## config.mk

```make
export PLATFORM = sky130hd
export DESIGN_NAME = hcer_regs
export DESIGN_NICKNAME = d
export VERILOG_FILES = /design/src/hdl/hcer_regs.v
export VERILOG_INCLUDE_DIRS = /design/src /design/src/hdl
export SDC_FILE = /design/constraint.sdc
export NUM_CORES = 1
export LEC_CHECK = 0
export ABC_AREA = 1
export BUFFER_PORTS_ARGS = -buffer_cell sky130_fd_sc_hd__buf_2
export CAP_MARGIN = 20
export CORE_MARGIN = 1.5
export CORE_UTILIZATION = 40
export CTS_CLUSTER_DIAMETER = 80
export DETAILED_ROUTE_END_ITERATION = 7
export PLACE_DENSITY_LB_ADDON = 0.15
export SLEW_MARGIN = 20
export SYNTH_ARGS = -nofsm -noshare
export SYNTH_HDL_FRONTEND = slang
export SYNTH_SLANG_ARGS = --single-unit
```

## constraint.sdc

```tcl
create_clock -name i_clk -period 1.85 [get_ports i_clk]
set_input_delay 0.185 -clock i_clk [delete_from_list [all_inputs] [get_ports i_clk]]
set_output_delay 0.185 -clock i_clk [all_outputs]
set_load 0.1 [all_outputs]
```

## src/hdl/hcer_defines.vh

```
// Offsets, field positions and reset values of the host configuration and error registers
`ifndef HCER_DEFINES_VH
`define HCER_DEFINES_VH
// ************************************************
// Register byte offsets
// ************************************************
`define HCER_OFS_CFG_ADDR 8'h00
`define HCER_OFS_CFG_DATA 8'h04
`define HCER_OFS_BUS_NUM 8'h08
`define HCER_OFS_INHIBIT 8'h0C
`define HCER_OFS_ERR_DEF 8'h10
`define HCER_OFS_RD_EADDR 8'h14
`define HCER_OFS_WR_EADDR 8'h18
// ************************************************
// Writable bit masks
// ************************************************
`define HCER_CFG_ADDR_MASK 32'h01FF_FF3F
`define HCER_BUS_NUM_MASK 32'hFF00_FF00
`define HCER_INHIBIT_MASK 32'hC000_0000
// ************************************************
// Field positions
// ************************************************
`define HCER_CA_REG_LSB 0
`define HCER_CA_REG_MSB 5
`define HCER_CA_DEV_LSB 8
`define HCER_CA_DEV_MSB 12
`define HCER_CA_FUNC_LSB 13
`define HCER_CA_FUNC_MSB 15
`define HCER_CA_BUS_LSB 16
`define HCER_CA_BUS_MSB 23
`define HCER_CA_ENABLE_BIT 24
`define HCER_BN_PRIM_LSB 8
`define HCER_BN_PRIM_MSB 15
`define HCER_BN_SUB_LSB 24
`define HCER_BN_SUB_MSB 31
`define HCER_INH_WR_BIT 30
`define HCER_INH_RD_BIT 31
`define HCER_ERR_LSB 21
`define HCER_ERR_WR_MSB 28
`define HCER_ERR_RD_LSB 29
`define HCER_ERR_MSB 31
// ************************************************
// Reset values and responses
// ************************************************
`define HCER_RST_WORD 32'h0000_0000
`define HCER_RESP_OKAY 2'h0
`define HCER_RESP_SLVERR 2'h2
`define HCER_RESP_DECERR 2'h3
`endif

```

## src/hdl/hcer_regs.v

```verilog
// Host configuration port and master error registers behind an AXI4-Lite slave
//
// Notes on behaviour
// - Address port bit 24 enables configuration cycles
// - Address port bits 25-31 read zero
// - Configuration registers exist only with both options
// - Data port read/write launches configuration read/write
// - Command target taken from address port
// - Type chosen by comparing against bus numbers
// - Configuration data byte-swapped toward the link
// - Reset clears data port and bus numbers
// - Primary bits 8-15, subordinate 24-31, rest zero
// - Error registers exist only with error and path options and nonzero FIFO widths
// - Write inhibit plus write error retries writes
// - Read inhibit plus read error retries reads
// - Independent gating, inhibit low bits read zero
// - Error bits cleared by writing one
// - Bit 21 on overrun, write address captured
// - Bits 22-24 retry timeout, disconnect, retry
// - Bits 25-28 write abort, parity, system errors
// - Bits 29-31 read errors, bits 0-20 zero
// - Read error address captured, overwrites unless inhibited
// - Write error address captured, overwrites unless inhibited
// - Bus 16-23, device 8-12, function 13-15
//
// Local design decisions: the AXI4-Lite slave port and the register offsets.
`timescale 1ns/1ps
`include "hcer_defines.vh"

module hcer_regs #(
    parameter HOST_CFG_INCLUDED = 1,
    parameter MASTER_TO_TARGET_PATH_INCLUDED = 1,
    parameter ERR_MODULE_INCLUDED = 1,
    parameter INBOUND_FIFO_ADDR_WIDTH = 9,
    parameter OUTBOUND_FIFO_ADDR_WIDTH = 9
) (
    input wire i_clk,
    input wire i_rst,
    input wire [7:0] i_awaddr,
    input wire i_awvalid,
    output reg o_awready,
    input wire [31:0] i_wdata,
    input wire [3:0] i_wstrb,
    input wire i_wvalid,
    output reg o_wready,
    output reg [1:0] o_bresp,
    output reg o_bvalid,
    input wire i_bready,
    input wire [7:0] i_araddr,
    input wire i_arvalid,
    output reg o_arready,
    output reg [31:0] o_rdata,
    output reg [1:0] o_rresp,
    output reg o_rvalid,
    input wire i_rready,
    output reg o_cfg_req,
    output reg o_cfg_write,
    output reg o_cfg_type1,
    output reg [7:0] o_cfg_bus,
    output reg [4:0] o_cfg_dev,
    output reg [2:0] o_cfg_func,
    output reg [5:0] o_cfg_word,
    output reg [31:0] o_cfg_wdata,
    input wire i_cfg_done,
    input wire [31:0] i_cfg_rdata,
    input wire [7:0] i_wr_err,
    input wire [31:0] i_wr_err_addr,
    input wire [2:0] i_rd_err,
    input wire [31:0] i_rd_err_addr,
    output reg o_wr_retry,
    output reg o_rd_retry
);

    // ************************************************
    // Build options
    // ************************************************
    localparam HAS_CFG = (HOST_CFG_INCLUDED != 0) && (MASTER_TO_TARGET_PATH_INCLUDED != 0);
    localparam HAS_ERR = (ERR_MODULE_INCLUDED != 0) && (MASTER_TO_TARGET_PATH_INCLUDED != 0)
        && (INBOUND_FIFO_ADDR_WIDTH != 0) && (OUTBOUND_FIFO_ADDR_WIDTH != 0);

    localparam [4:0] S_IDLE = 5'b00001;
    localparam [4:0] S_WCFG = 5'b00010;
    localparam [4:0] S_RCFG = 5'b00100;
    localparam [4:0] S_BRSP = 5'b01000;
    localparam [4:0] S_RRSP = 5'b10000;

    function [31:0] swap32;
        input [31:0] v;
        begin
            swap32 = {v[7:0], v[15:8], v[23:16], v[31:24]};
        end
    endfunction

    function [31:0] strb_mask;
        input [3:0] s;
        begin
            strb_mask = {{8{s[3]}}, {8{s[2]}}, {8{s[1]}}, {8{s[0]}}};
        end
    endfunction

    reg [4:0] state_q, state_d;
    reg aw_have_q, aw_have_d;
    reg w_have_q, w_have_d;
    reg ar_have_q, ar_have_d;
    reg [7:0] awaddr_q, araddr_q;
    reg [31:0] wdata_q;
    reg [3:0] wstrb_q;
    reg [31:0] cfg_addr_q, cfg_addr_d;
    reg [31:0] cfg_data_q, cfg_data_d;
    reg [31:0] bus_num_q, bus_num_d;
    reg [31:0] inhibit_q, inhibit_d;
    reg [10:0] err_q, err_d;
    reg [31:0] rd_eaddr_q, rd_eaddr_d;
    reg [31:0] wr_eaddr_q, wr_eaddr_d;
    reg cfg_req_d, cfg_write_d, cfg_type1_d;
    reg [31:0] cfg_wdata_d;
    reg bvalid_d, rvalid_d;
    reg [1:0] bresp_d, rresp_d;
    reg [31:0] rdata_d;
    reg [10:0] err_clr;
    reg [31:0] wmask;

    wire aw_take = i_awvalid && o_awready;
    wire w_take = i_wvalid && o_wready;
    wire ar_take = i_arvalid && o_arready;

    // ************************************************
    // Command target and type
    // ************************************************
    wire [7:0] tgt_bus = cfg_addr_q[`HCER_CA_BUS_MSB:`HCER_CA_BUS_LSB];
    wire [7:0] prim_bus = bus_num_q[`HCER_BN_PRIM_MSB:`HCER_BN_PRIM_LSB];
    wire [7:0] sub_bus = bus_num_q[`HCER_BN_SUB_MSB:`HCER_BN_SUB_LSB];
    wire is_type0 = (tgt_bus == prim_bus);
    wire is_type1 = (tgt_bus > prim_bus) && (tgt_bus <= sub_bus);
    wire cfg_on = cfg_addr_q[`HCER_CA_ENABLE_BIT];

    wire wr_recorded = |err_q[`HCER_ERR_WR_MSB-`HCER_ERR_LSB:0];
    wire rd_recorded = |err_q[`HCER_ERR_MSB-`HCER_ERR_LSB:`HCER_ERR_RD_LSB-`HCER_ERR_LSB];
    wire inh_wr = inhibit_q[`HCER_INH_WR_BIT];
    wire inh_rd = inhibit_q[`HCER_INH_RD_BIT];

    // ************************************************
    // Register read multiplexer
    // ************************************************
    reg [31:0] rd_word;
    reg rd_hit;
    always @* begin
        rd_word = `HCER_RST_WORD;
        rd_hit = 1'b1;
        case (araddr_q)
            `HCER_OFS_CFG_ADDR: rd_word = cfg_addr_q;
            `HCER_OFS_CFG_DATA: rd_word = cfg_data_q;
            `HCER_OFS_BUS_NUM: rd_word = bus_num_q;
            `HCER_OFS_INHIBIT: rd_word = inhibit_q;
            `HCER_OFS_ERR_DEF: rd_word = {err_q, 21'h00_0000};
            `HCER_OFS_RD_EADDR: rd_word = rd_eaddr_q;
            `HCER_OFS_WR_EADDR: rd_word = wr_eaddr_q;
            default: rd_hit = 1'b0;
        endcase
        if (!HAS_CFG && (araddr_q <= `HCER_OFS_BUS_NUM)) begin
            rd_hit = 1'b0;
        end
        if (!HAS_ERR && (araddr_q >= `HCER_OFS_INHIBIT)) begin
            rd_hit = 1'b0;
        end
    end

    wire wr_cfg_map = (awaddr_q <= `HCER_OFS_BUS_NUM) && (awaddr_q[1:0] == 2'h0);
    wire wr_err_map = (awaddr_q >= `HCER_OFS_INHIBIT) && (awaddr_q <= `HCER_OFS_WR_EADDR)
        && (awaddr_q[1:0] == 2'h0);
    wire wr_hit = (HAS_CFG && wr_cfg_map) || (HAS_ERR && wr_err_map);

    // ************************************************
    // Next-state logic
    // ************************************************
    always @* begin
        state_d = state_q;
        aw_have_d = aw_have_q | aw_take;
        w_have_d = w_have_q | w_take;
        ar_have_d = ar_have_q | ar_take;
        cfg_addr_d = cfg_addr_q;
        cfg_data_d = cfg_data_q;
        bus_num_d = bus_num_q;
        inhibit_d = inhibit_q;
        rd_eaddr_d = rd_eaddr_q;
        wr_eaddr_d = wr_eaddr_q;
        cfg_req_d = o_cfg_req;
        cfg_write_d = o_cfg_write;
        cfg_type1_d = o_cfg_type1;
        cfg_wdata_d = o_cfg_wdata;
        bvalid_d = o_bvalid && !i_bready;
        rvalid_d = o_rvalid && !i_rready;
        bresp_d = o_bresp;
        rresp_d = o_rresp;
        rdata_d = o_rdata;
        err_clr = 11'h000;
        wmask = strb_mask(wstrb_q);
        case (state_q)
            S_IDLE: begin
                if (aw_have_q && w_have_q) begin
                    aw_have_d = 1'b0;
                    w_have_d = 1'b0;
                    bresp_d = wr_hit ? `HCER_RESP_OKAY : `HCER_RESP_DECERR;
                    state_d = S_BRSP;
                    if (wr_hit) begin
                        case (awaddr_q)
                            `HCER_OFS_CFG_ADDR: begin
                                cfg_addr_d = (cfg_addr_q & ~(wmask & `HCER_CFG_ADDR_MASK))
                                    | (wdata_q & wmask & `HCER_CFG_ADDR_MASK);
                            end
                            `HCER_OFS_CFG_DATA: begin
                                if (wstrb_q != 4'hF) begin
                                    bresp_d = `HCER_RESP_SLVERR;
                                end else begin
                                    cfg_data_d = wdata_q;
                                    if (cfg_on && (is_type0 || is_type1)) begin
                                        cfg_req_d = 1'b1;
                                        cfg_write_d = 1'b1;
                                        cfg_type1_d = !is_type0;
                                        cfg_wdata_d = swap32(wdata_q);
                                        state_d = S_WCFG;
                                    end else if (cfg_on) begin
                                        bresp_d = `HCER_RESP_SLVERR;
                                    end
                                end
                            end
                            `HCER_OFS_BUS_NUM: begin
                                bus_num_d = (bus_num_q & ~(wmask & `HCER_BUS_NUM_MASK))
                                    | (wdata_q & wmask & `HCER_BUS_NUM_MASK);
                            end
                            `HCER_OFS_INHIBIT: begin
                                inhibit_d = (inhibit_q & ~(wmask & `HCER_INHIBIT_MASK))
                                    | (wdata_q & wmask & `HCER_INHIBIT_MASK);
                            end
                            `HCER_OFS_ERR_DEF: begin
                                err_clr = wdata_q[31:21] & wmask[31:21];
                            end
                            default: begin
                                bresp_d = `HCER_RESP_OKAY;
                            end
                        endcase
                    end
                end else if (ar_have_q) begin
                    ar_have_d = 1'b0;
                    rdata_d = rd_hit ? rd_word : `HCER_RST_WORD;
                    rresp_d = rd_hit ? `HCER_RESP_OKAY : `HCER_RESP_DECERR;
                    state_d = S_RRSP;
                    if (rd_hit && (araddr_q == `HCER_OFS_CFG_DATA) && cfg_on) begin
                        if (is_type0 || is_type1) begin
                            cfg_req_d = 1'b1;
                            cfg_write_d = 1'b0;
                            cfg_type1_d = !is_type0;
                            state_d = S_RCFG;
                        end else begin
                            rresp_d = `HCER_RESP_SLVERR;
                        end
                    end
                end
            end
            S_WCFG: begin
                if (i_cfg_done) begin
                    cfg_req_d = 1'b0;
                    state_d = S_BRSP;
                end
            end
            S_RCFG: begin
                if (i_cfg_done) begin
                    cfg_req_d = 1'b0;
                    cfg_data_d = swap32(i_cfg_rdata);
                    rdata_d = swap32(i_cfg_rdata);
                    state_d = S_RRSP;
                end
            end
            S_BRSP: begin
                if (!o_bvalid) begin
                    bvalid_d = 1'b1;
                end else if (i_bready) begin
                    state_d = S_IDLE;
                end
            end
            S_RRSP: begin
                if (!o_rvalid) begin
                    rvalid_d = 1'b1;
                end else if (i_rready) begin
                    state_d = S_IDLE;
                end
            end
            default: begin
                state_d = S_IDLE;
            end
        endcase
        // Set wins over a simultaneous software clear
        err_d = (err_q & ~err_clr) | {i_rd_err, i_wr_err};
        if ((|i_wr_err) && !(inh_wr && wr_recorded)) begin
            wr_eaddr_d = i_wr_err_addr;
        end
        if ((|i_rd_err) && !(inh_rd && rd_recorded)) begin
            rd_eaddr_d = i_rd_err_addr;
        end
        if (!HAS_CFG) begin
            cfg_addr_d = `HCER_RST_WORD;
            cfg_data_d = `HCER_RST_WORD;
            bus_num_d = `HCER_RST_WORD;
            cfg_req_d = 1'b0;
        end
        if (!HAS_ERR) begin
            inhibit_d = `HCER_RST_WORD;
            err_d = 11'h000;
            rd_eaddr_d = `HCER_RST_WORD;
            wr_eaddr_d = `HCER_RST_WORD;
        end
    end

    // ************************************************
    // Registers
    // ************************************************
    always @(posedge i_clk) begin
        if (i_rst) begin
            state_q <= S_IDLE;
            aw_have_q <= 1'b0;
            w_have_q <= 1'b0;
            ar_have_q <= 1'b0;
            awaddr_q <= 8'h00;
            araddr_q <= 8'h00;
            wdata_q <= `HCER_RST_WORD;
            wstrb_q <= 4'h0;
            o_awready <= 1'b0;
            o_wready <= 1'b0;
            o_arready <= 1'b0;
            cfg_addr_q <= `HCER_RST_WORD;
            cfg_data_q <= `HCER_RST_WORD;
            bus_num_q <= `HCER_RST_WORD;
            inhibit_q <= `HCER_RST_WORD;
            err_q <= 11'h000;
            rd_eaddr_q <= `HCER_RST_WORD;
            wr_eaddr_q <= `HCER_RST_WORD;
            o_cfg_req <= 1'b0;
            o_cfg_write <= 1'b0;
            o_cfg_type1 <= 1'b0;
            o_cfg_bus <= 8'h00;
            o_cfg_dev <= 5'h00;
            o_cfg_func <= 3'h0;
            o_cfg_word <= 6'h00;
            o_cfg_wdata <= `HCER_RST_WORD;
            o_bvalid <= 1'b0;
            o_bresp <= `HCER_RESP_OKAY;
            o_rvalid <= 1'b0;
            o_rresp <= `HCER_RESP_OKAY;
            o_rdata <= `HCER_RST_WORD;
            o_wr_retry <= 1'b0;
            o_rd_retry <= 1'b0;
        end else begin
            state_q <= state_d;
            aw_have_q <= aw_have_d;
            w_have_q <= w_have_d;
            ar_have_q <= ar_have_d;
            if (aw_take) begin
                awaddr_q <= i_awaddr;
            end
            if (w_take) begin
                wdata_q <= i_wdata;
                wstrb_q <= i_wstrb;
            end
            if (ar_take) begin
                araddr_q <= i_araddr;
            end
            o_awready <= !aw_have_d;
            o_wready <= !w_have_d;
            o_arready <= !ar_have_d;
            cfg_addr_q <= cfg_addr_d;
            cfg_data_q <= cfg_data_d;
            bus_num_q <= bus_num_d;
            inhibit_q <= inhibit_d;
            err_q <= err_d;
            rd_eaddr_q <= rd_eaddr_d;
            wr_eaddr_q <= wr_eaddr_d;
            o_cfg_req <= cfg_req_d;
            o_cfg_write <= cfg_write_d;
            o_cfg_type1 <= cfg_type1_d;
            o_cfg_wdata <= cfg_wdata_d;
            if (cfg_req_d && !o_cfg_req) begin
                o_cfg_bus <= tgt_bus;
                o_cfg_dev <= cfg_addr_q[`HCER_CA_DEV_MSB:`HCER_CA_DEV_LSB];
                o_cfg_func <= cfg_addr_q[`HCER_CA_FUNC_MSB:`HCER_CA_FUNC_LSB];
                o_cfg_word <= cfg_addr_q[`HCER_CA_REG_MSB:`HCER_CA_REG_LSB];
            end
            o_bvalid <= bvalid_d;
            o_bresp <= bresp_d;
            o_rvalid <= rvalid_d;
            o_rresp <= rresp_d;
            o_rdata <= rdata_d;
            o_wr_retry <= inh_wr && wr_recorded;
            o_rd_retry <= inh_rd && rd_recorded;
        end
    end

endmodule // hcer_regs

```

==> metrics.csv, run 1 <==
metric,value,unit
Die X,182,µm
cell count of the worst reg-to-reg path,16,
r2r endpoint,o_cfg_bus[6]$_SDFFE_PP0P_,
most frequent cells in the layout,"286 x dfxtp_1, 266 x buf_2, 214 x o21ai_0",
Post-Synth Adder-Cell Area,1.55,%
"Net Count, Synth",1890,
final core occ,62.1,%
Most Frequent Cell on Critical Path,nor2_1,
Max Fanout on Critical Path,5,
Post-synth EDFFs,0,
CP Capture Type,flip-flop,
Final Instance Area,19700,µm²
Area contributors post-synth,"dfxtp_1 48%, o21ai_0 11%, nor2_1 6.9%",
main combinational cell family by area after synthesis,compound AO/OA/AOI/OAI gates,
Root Buffer,clkbuf_16,
failing checks,"negative hold slack, negative setup slack",
Port Buffers,266,
max incr delay on CP,0.32,ns
detailed placement HPWL,34.2,mm
Crit. path cell count,16,
core area,31600,µm²
Max Slew Vio Count,0,
post-placement cell count,2383,
Final WS setup,-0.365,ns
Sinks on Clock Net,308,
ys async rst share,0,%
Max Cap Viol,0,
Tot Pwr,23.8,mW
prevailing post-synth register cell,dfxtp_1,
Routed WL,52.0,mm
global-route wire length before repair,74.4,mm
Synth cell types,47,
Fin Setup TNS,-17.71,ns
pre-CTS setup slack,-0.253,ns
top-area cell type share of the netlist area,47.9,%
post-route clock period utilization,120,%
Site Rows,65,
fin nets,2389,
Reg power frac,34.4,%
"commonest non-fill, non-tap cell in the layout",dfxtp_1,
P_sw,9.24,mW
final hold vios,2,
Non-Filler Instances,2631,
Synth warnings,0,
vias,14100,
GRT Total Usage,28.7,%
Pleak,8.45,nW
Inserted Clock Buffers,35,
"delay-heaviest family, CP",simple AND/OR/NAND/NOR gates,
CTS Buffer Depth,3,
Worst-Margin Slew,0.669,ns
sw frac,38.8,%
combinational share of power,36.6,%
Initial Utilization,40.7,%
number of global-route vias before repair,13100,
Die Area,33300,µm²
Worst EP required,2.29,ns
Netlist Area Pre-Place,12900,µm²
largest net degree at the start of global routing,79,
Rel. slew slack,55.4,%
R2R Setup Slk,-0.36,ns
Critical Path Sink,o_cfg_bus[6]$_SDFFE_PP0P_,
min-delay worst type,in2reg,
Max VDD drop,0.943,mV
ANT nets after route,0,
sequential-to-total area share from yosys stat,47.9,%
layout cells sized above 1,32.0,%
Startpoint Class,flip-flop,
RD Place Congestion,0.911,
synthesized instance count,1707,
status,finished with violations,
hold slack final,-0.00992,ns
skew final,0.0161,ns
Syn Area/Cell,7.54,µm²
H-Tree Depth,2,
"area leader, netlist",dfxtp_1,
Internal,14.6,mW
Synth Area in XOR/XNOR,0,%
P per Cell Area,1210,nW/µm²
IO Count,267,
Synth Register Bits,308,
DRC,0,
worst-path cell chain,inv_1 > ha_4 > a21oi_1 > nor2_1 > nor2_1 > nand2_1 > nand2_2 > nand2_2 > nand2_4 > nand3_4 > buf_12 > a21oi_4 > buf_6 > buf_16 > nor2_1 > nor2_1,
TritonRoute pass-1 iters,5,
WL per Instance,19.8,µm
Worst EP arrival,2.66,ns
Synth Area in Compound Gates,23.8,%
initial antenna violation count,0,
Die Y-Extent,182,µm
clock transition at the registers of the reported paths,0.06,ns
CP max-delay cell,dfxtp_2,
Detailed Route Iter0 Violations,1388,
DP Area,15400,µm²
crit path buf inv count,4,
RSZ-0062 raised after global routing,yes,
mux cell area share after synthesis,0,%
vias per cell,5.37,
Tmin final,2.21,ns
GRT overflow,0,
CTS tree,built,
Fmax,451,MHz
fraction of the mapped netlist area in simple logic gates,18.1,%
"Setup violations, final",101,
critical path class,reg2reg,
clock power share,29.0,%
Area growth syn-to-layout,52.6,%
clock latency on the worst-skew pair,0.52,ns
==> Yosys cell counts (all sizes together), types with 12 or more instances <==
cell,number
ha,16
dfxtp,308
nand3,44
a21oi,144
o21ai,294
nand2,233
clkbuf,77
a211oi,16
o22ai,12
inv,165
a31oi,65
buf,27
nor2,248
==> power groups by stage <==
stage               combinational (mW)  clock, mW  sequential, mW
finish                            8.72       6.91            8.20
global route                      9.01       7.31            8.29
CTS                               6.64       6.98            8.10
detailed placement                6.13          0            8.23
global placement                  6.09          0            8.21
floorplan                         2.08          0            10.6
==> cell type report <==
type | instances | area, µm²
clock buffer | 51 | 1040
antenna | 1 | 2.50
timing repair buffer | 566 | 4650
tap | 402 | 503
sequential | 308 | 6200
multi-input combinational | 1128 | 6500
clock inverter | 8 | 97.6
inverter | 167 | 653
fill | 2811 | 12000
==> per-layer routing <==
metal	GRT usage [%]	up-vias	share of wire, %
li1	-	6730	-
met1	40.5	6671	45
met2	45.5	614	45
met3	3.81	115	6.5
met4	9.09	0	3.6
met5	0	-	0
==> worst register-to-register path, stage by stage (launching register included) <==
cell and delay, ns:
dfxtp_2 0.32, inv_1 0.10, ha_4 0.21, a21oi_1 0.15, nor2_1 0.07, nor2_1 0.09
nand2_1 0.08, nand2_2 0.07, nand2_2 0.08, nand2_4 0.13, nand3_4 0.12, buf_12 0.15
a21oi_4 0.16, buf_6 0.16, buf_16 0.13, nor2_1 0.04, nor2_1 0.09
==> repair_timing <==
action / in CTS / in global routing
hold buffers: 126 / 4
pin swaps: 13 / 53
cloned: 5 / 10
hold endpoints to repair: 131 / 4
setup buffers: 10 / 36
gates resized for setup: 69 / 262
setup endpoints to repair: 131 / 174
==> how the worst min path moves through the flow <==
| stage | from | end | slack, ns | depth (start not counted) |
|---|---|---|---|---|
| after floorplan | i_wr_err[0] | err_q[0]$_SDFF_PP0_ | 0.32 | 2 |
| after global placement | i_wr_err_addr[7] | wr_eaddr_q[7]$_SDFFE_PP0P_ | 0.43 | 3 |
| after detailed placement | i_wr_err_addr[7] | wr_eaddr_q[7]$_SDFFE_PP0P_ | 0.43 | 3 |
| after CTS | i_wr_err_addr[25] | wr_eaddr_q[25]$_SDFFE_PP0P_ | 0.002 | 3 |
| after global routing | i_wr_err_addr[29] | wr_eaddr_q[29]$_SDFFE_PP0P_ | 0.00009 | 3 |
| final | i_wr_err_addr[25] | wr_eaddr_q[25]$_SDFFE_PP0P_ | -0.01 | 3 |
==> logic make-up (layout without fill, tap and decap cells) <==
group / Yosys count / in the layout
and+or+nand+nor: 553 / 553
other: 0 / 1
DFF: 308 / 308
adders and majority gates: 16 / 16
AOI/OAI and AO/OA: 559 / 559
buffers and inverters: 271 / 792
Note: power is estimated with default switching activity, not from simulation.
==> inputs of run 2 (changes only) <==
ABC_AREA = unset   (was 1)
CORE_UTILIZATION = 50   (was 40)
GPL_ROUTABILITY_DRIVEN = 0   (was unset)
==> run 2 against run 1 <==
Effect of this change:
- the flow finishes with violations (negative setup slack)
- fmax down 6.2%
- utilization up 17 points
- via count grew 9.0%
- power fell by 31%
- flip-flop and latch count unchanged
- first-iteration DRC count grew 34%
- largest power group is now registers
==> metrics.csv, run 2 <==
metric,value,unit,change
Detailed Route Iter0 Violations,1860,,was 1388
vias per cell,6.13,,was 5.37
P per Cell Area,781,nW/µm²,was 1210 nW/µm²
most frequent cells after synthesis,"320 x nand2_1, 308 x dfxtp_1, 190 x a21oi_1",,"was 308 x dfxtp_1, 281 x o21ai_0, 236 x nor2_1"
initial antenna violation count,0,,unchanged
Max Cap Viol,0,,unchanged
Die Area,28300,µm²,was 33300 µm²
Synth cell types,60,,was 47
Routed WL,56.0,mm,was 52.0 mm
Reg power frac,43.1,%,was 34.4%
Rel. slew slack,59.0,%,was 55.4%
largest net degree at the start of global routing,75,,was 79
Final Instance Area,21200,µm²,was 19700 µm²
fin nets,2331,,was 2389
Site Rows,60,,was 65
Worst-Margin Slew,0.614,ns,was 0.669 ns
CTS tree,built,,unchanged
Area contributors post-synth,"dfxtp_1 45%, nand2_1 8.8%, a21oi_1 7.0%",,"was dfxtp_1 48%, o21ai_0 11%, nor2_1 6.9%"
Fmax,424,MHz,was 451 MHz
TritonRoute pass-1 iters,6,,was 5
Worst EP required,2.25,ns,was 2.29 ns
H-Tree Depth,2,,unchanged
clock latency on the worst-skew pair,0.53,ns,was 0.52 ns
layout cells sized above 1,35.2,%,was 32.0%
CP Capture Type,flip-flop,,unchanged
Synth warnings,0,,unchanged
synthesized instance count,1639,,was 1707
GRT overflow,0,,unchanged
IO Count,267,,unchanged
vias,15400,,was 14.1k
Die X,168,µm,was 182 µm
"area leader, netlist",dfxtp_1,,unchanged
DP Area,16400,µm²,was 15400 µm²
number of global-route vias before repair,14700,,was 13.1k
Syn Area/Cell,8.33,µm²,was 7.54 µm²
Die Y-Extent,168,µm,was 182 µm
"delay-heaviest family, CP",compound AO/OA/AOI/OAI gates,,was simple AND/OR/NAND/NOR gates
sequential-to-total area share from yosys stat,45.2,%,was 47.9%
antenna diode count,0,,was 1
ys async rst share,0,%,unchanged
Synth Register Bits,308,,unchanged
critical path class,reg2reg,,unchanged
Netlist Area Pre-Place,13600,µm²,was 12900 µm²
status,finished with violations,,unchanged
final hold vios,0,,was 2
Worst EP arrival,2.77,ns,was 2.66 ns
min-delay worst type,in2reg,,unchanged
DRC,0,,unchanged
fillers,1731,,was 2811
Sinks on Clock Net,308,,unchanged
most frequent cells in the layout,"300 x nand2_1, 284 x dfxtp_1, 264 x buf_2",,"was 286 x dfxtp_1, 266 x buf_2, 214 x o21ai_0"
combinational share of power,15.4,%,was 36.6%
top-area cell type share of the netlist area,45.2,%,was 47.9%
Max Slew Vio Count,0,,unchanged
global-route wire length before repair,81.2,mm,was 74.4 mm
crit path buf inv count,4,,unchanged
Port Buffers,266,,unchanged
"commonest non-fill, non-tap cell in the layout",nand2_1,,was dfxtp_1
worst-path cell chain,inv_2 > ha_4 > nor2b_4 > o211ai_1 > a21oi_2 > buf_4 > o311a_4 > buf_6 > buf_16 > o211ai_1 > a21oi_1,,was inv_1 > ha_4 > a21oi_1 > nor2_1 > nor2_1 > nand2_1 > nand2_2 > nand2_2 > nand2_4 > nand3_4 > buf_12 > a21oi_4 > buf_6 > buf_16 > nor2_1 > nor2_1
WL per Instance,22.3,µm,was 19.8 µm
Initial Utilization,50.8,%,was 40.7%
clock transition at the registers of the reported paths,0.06,ns,about the same
detailed placement HPWL,32.5,mm,was 34.2 mm
Tmin final,2.36,ns,was 2.21 ns
Area growth syn-to-layout,55.2,%,was 52.6%
"Setup violations, final",150,,was 101
Internal,11.9,mW,was 14.6 mW
pre-CTS setup slack,-0.432,ns,was -0.253 ns
Root Buffer,clkbuf_16,,unchanged
failing checks,negative setup slack,,"was negative hold slack, negative setup slack"
CTS Buffer Depth,3,,unchanged
Max Fanout on Critical Path,7,,was 5
clock power share,41.6,%,was 29.0%
CP max-delay cell,o311a_4,,was dfxtp_2
max incr delay on CP,0.43,ns,was 0.32 ns
RSZ-0062 raised after global routing,yes,,unchanged
core area,26900,µm²,was 31600 µm²
Pleak,8.29,nW,was 8.45 nW
Inserted Clock Buffers,35,,unchanged
prevailing post-synth register cell,dfxtp_1,,unchanged
Startpoint Class,flip-flop,,unchanged
most common cell in the netlist,nand2_1,,was dfxtp_1
final core occ,78.8,%,was 62.1%
skew final,0.0184,ns,was 0.0161 ns
Most Frequent Cell on Critical Path,o211ai_1,,was nor2_1
post-route clock period utilization,128,%,was 120%
sw frac,27.8,%,was 38.8%
GRT Total Usage,36.6,%,was 28.7%
ANT nets after route,0,,unchanged
Post-synth EDFFs,0,,unchanged
Max VDD drop,0.656,mV,was 0.943 mV
Final WS setup,-0.511,ns,was -0.365 ns
"Net Count, Synth",1822,,was 1890
P_sw,4.60,mW,was 9.24 mW
run 2: cell count changes after synthesis, moves of 66 or more:
cell	before	now
inv_1	162	31
o21ai_0	281	24
a311oi_1	0	66
mux2i_1	0	69
nand2_1	230	320
nor2_1	236	156
run 2: per-layer routing:
layer	up-vias	global-route usage, %	wire length, µm
met5	-	0	0
met4	0	16.0	2870
met3	224	7.76	5890
met2	912	59.9	25700
met1	7309	46.5	21500
li1	6950	-	-
run 2: metrics by stage:
stage	power, mW	std cells	setup TNS [ns]	hold slack [ns]
after global routing	16.9	2511	-43.53	0.0219
final	16.5	2511	-33.68	0.00711
after CTS	16.3	2503	-21.65	0.000187
after global placement	9.09	2245	-21.97	0.416
after detailed placement	9.12	2245	-28.91	0.425
after floorplan	8.36	1639	-7.91	0.321
run 2: cells by family after synthesis:
kind of cell / after synthesis / synth area share (%)
compound gates: 487 / 24.6
buf+inv: 176 / 5.13
fa+ha+maj: 16 / 1.47
flops: 308 / 45.2
mux: 80 / 5.97
xor+xnor: 1 / 0.0642
simple gates: 571 / 17.6
run 2: power by group through the flow:
stage	registers, mW	clock network, mW	logic (mW)
global route	7.13	7.14	2.66
floorplan	7.59	0	0.769
detailed placement	7.24	0	1.89
CTS	7.10	6.85	2.36
global placement	7.23	0	1.86
finish	7.12	6.87	2.54
run 2: path summary, 6_finish.rpt:
kind	start	slack, ns	endpoint	cells past startpoint
setup / recovery	flip-flop	-0.51	o_cfg_word[5]$_SDFFE_PP0P_	11
setup reg to reg	flip-flop	-0.51	o_cfg_word[5]$_SDFFE_PP0P_	11
hold / removal	i_cfg_rdata[21]	0.007	cfg_data_q[13]$_SDFFE_PP0P_	3
hold reg to reg	rd_eaddr_q[7]$_SDFFE_PP0P_	0.46	rd_eaddr_q[7]$_SDFFE_PP0P_	2
run 2: tightest hold or removal path: cells and delay by family:
| kind | cells | cell delay [ns] |
|---|---|---|
| buffers and inverters | 1 | 0.12 |
| and+or+nand+nor | 1 | 0.08 |
| AOI/OAI and AO/OA | 1 | 0.08 |
run 2: area by class of cell:
cell class	count	area, µm²	area share [%]
multi-input cells	1156	8130	38.4
flip-flops and latches	308	6210	29.3
repair buffers	616	5180	24.5
clock buffers	50	1000	4.73
well taps	341	427	2.01
inverters	31	116	0.549
clock inverters	9	110	0.520
run 2: repair_timing:
item	4_1_cts	5_1_grt
hold buffers	147	0
gates resized for setup	140	172
pin swaps	70	111
setup buffers	36	14
hold endpoints to repair	157	0
gates cloned	17	5
endpoints found under the setup margin	176	198
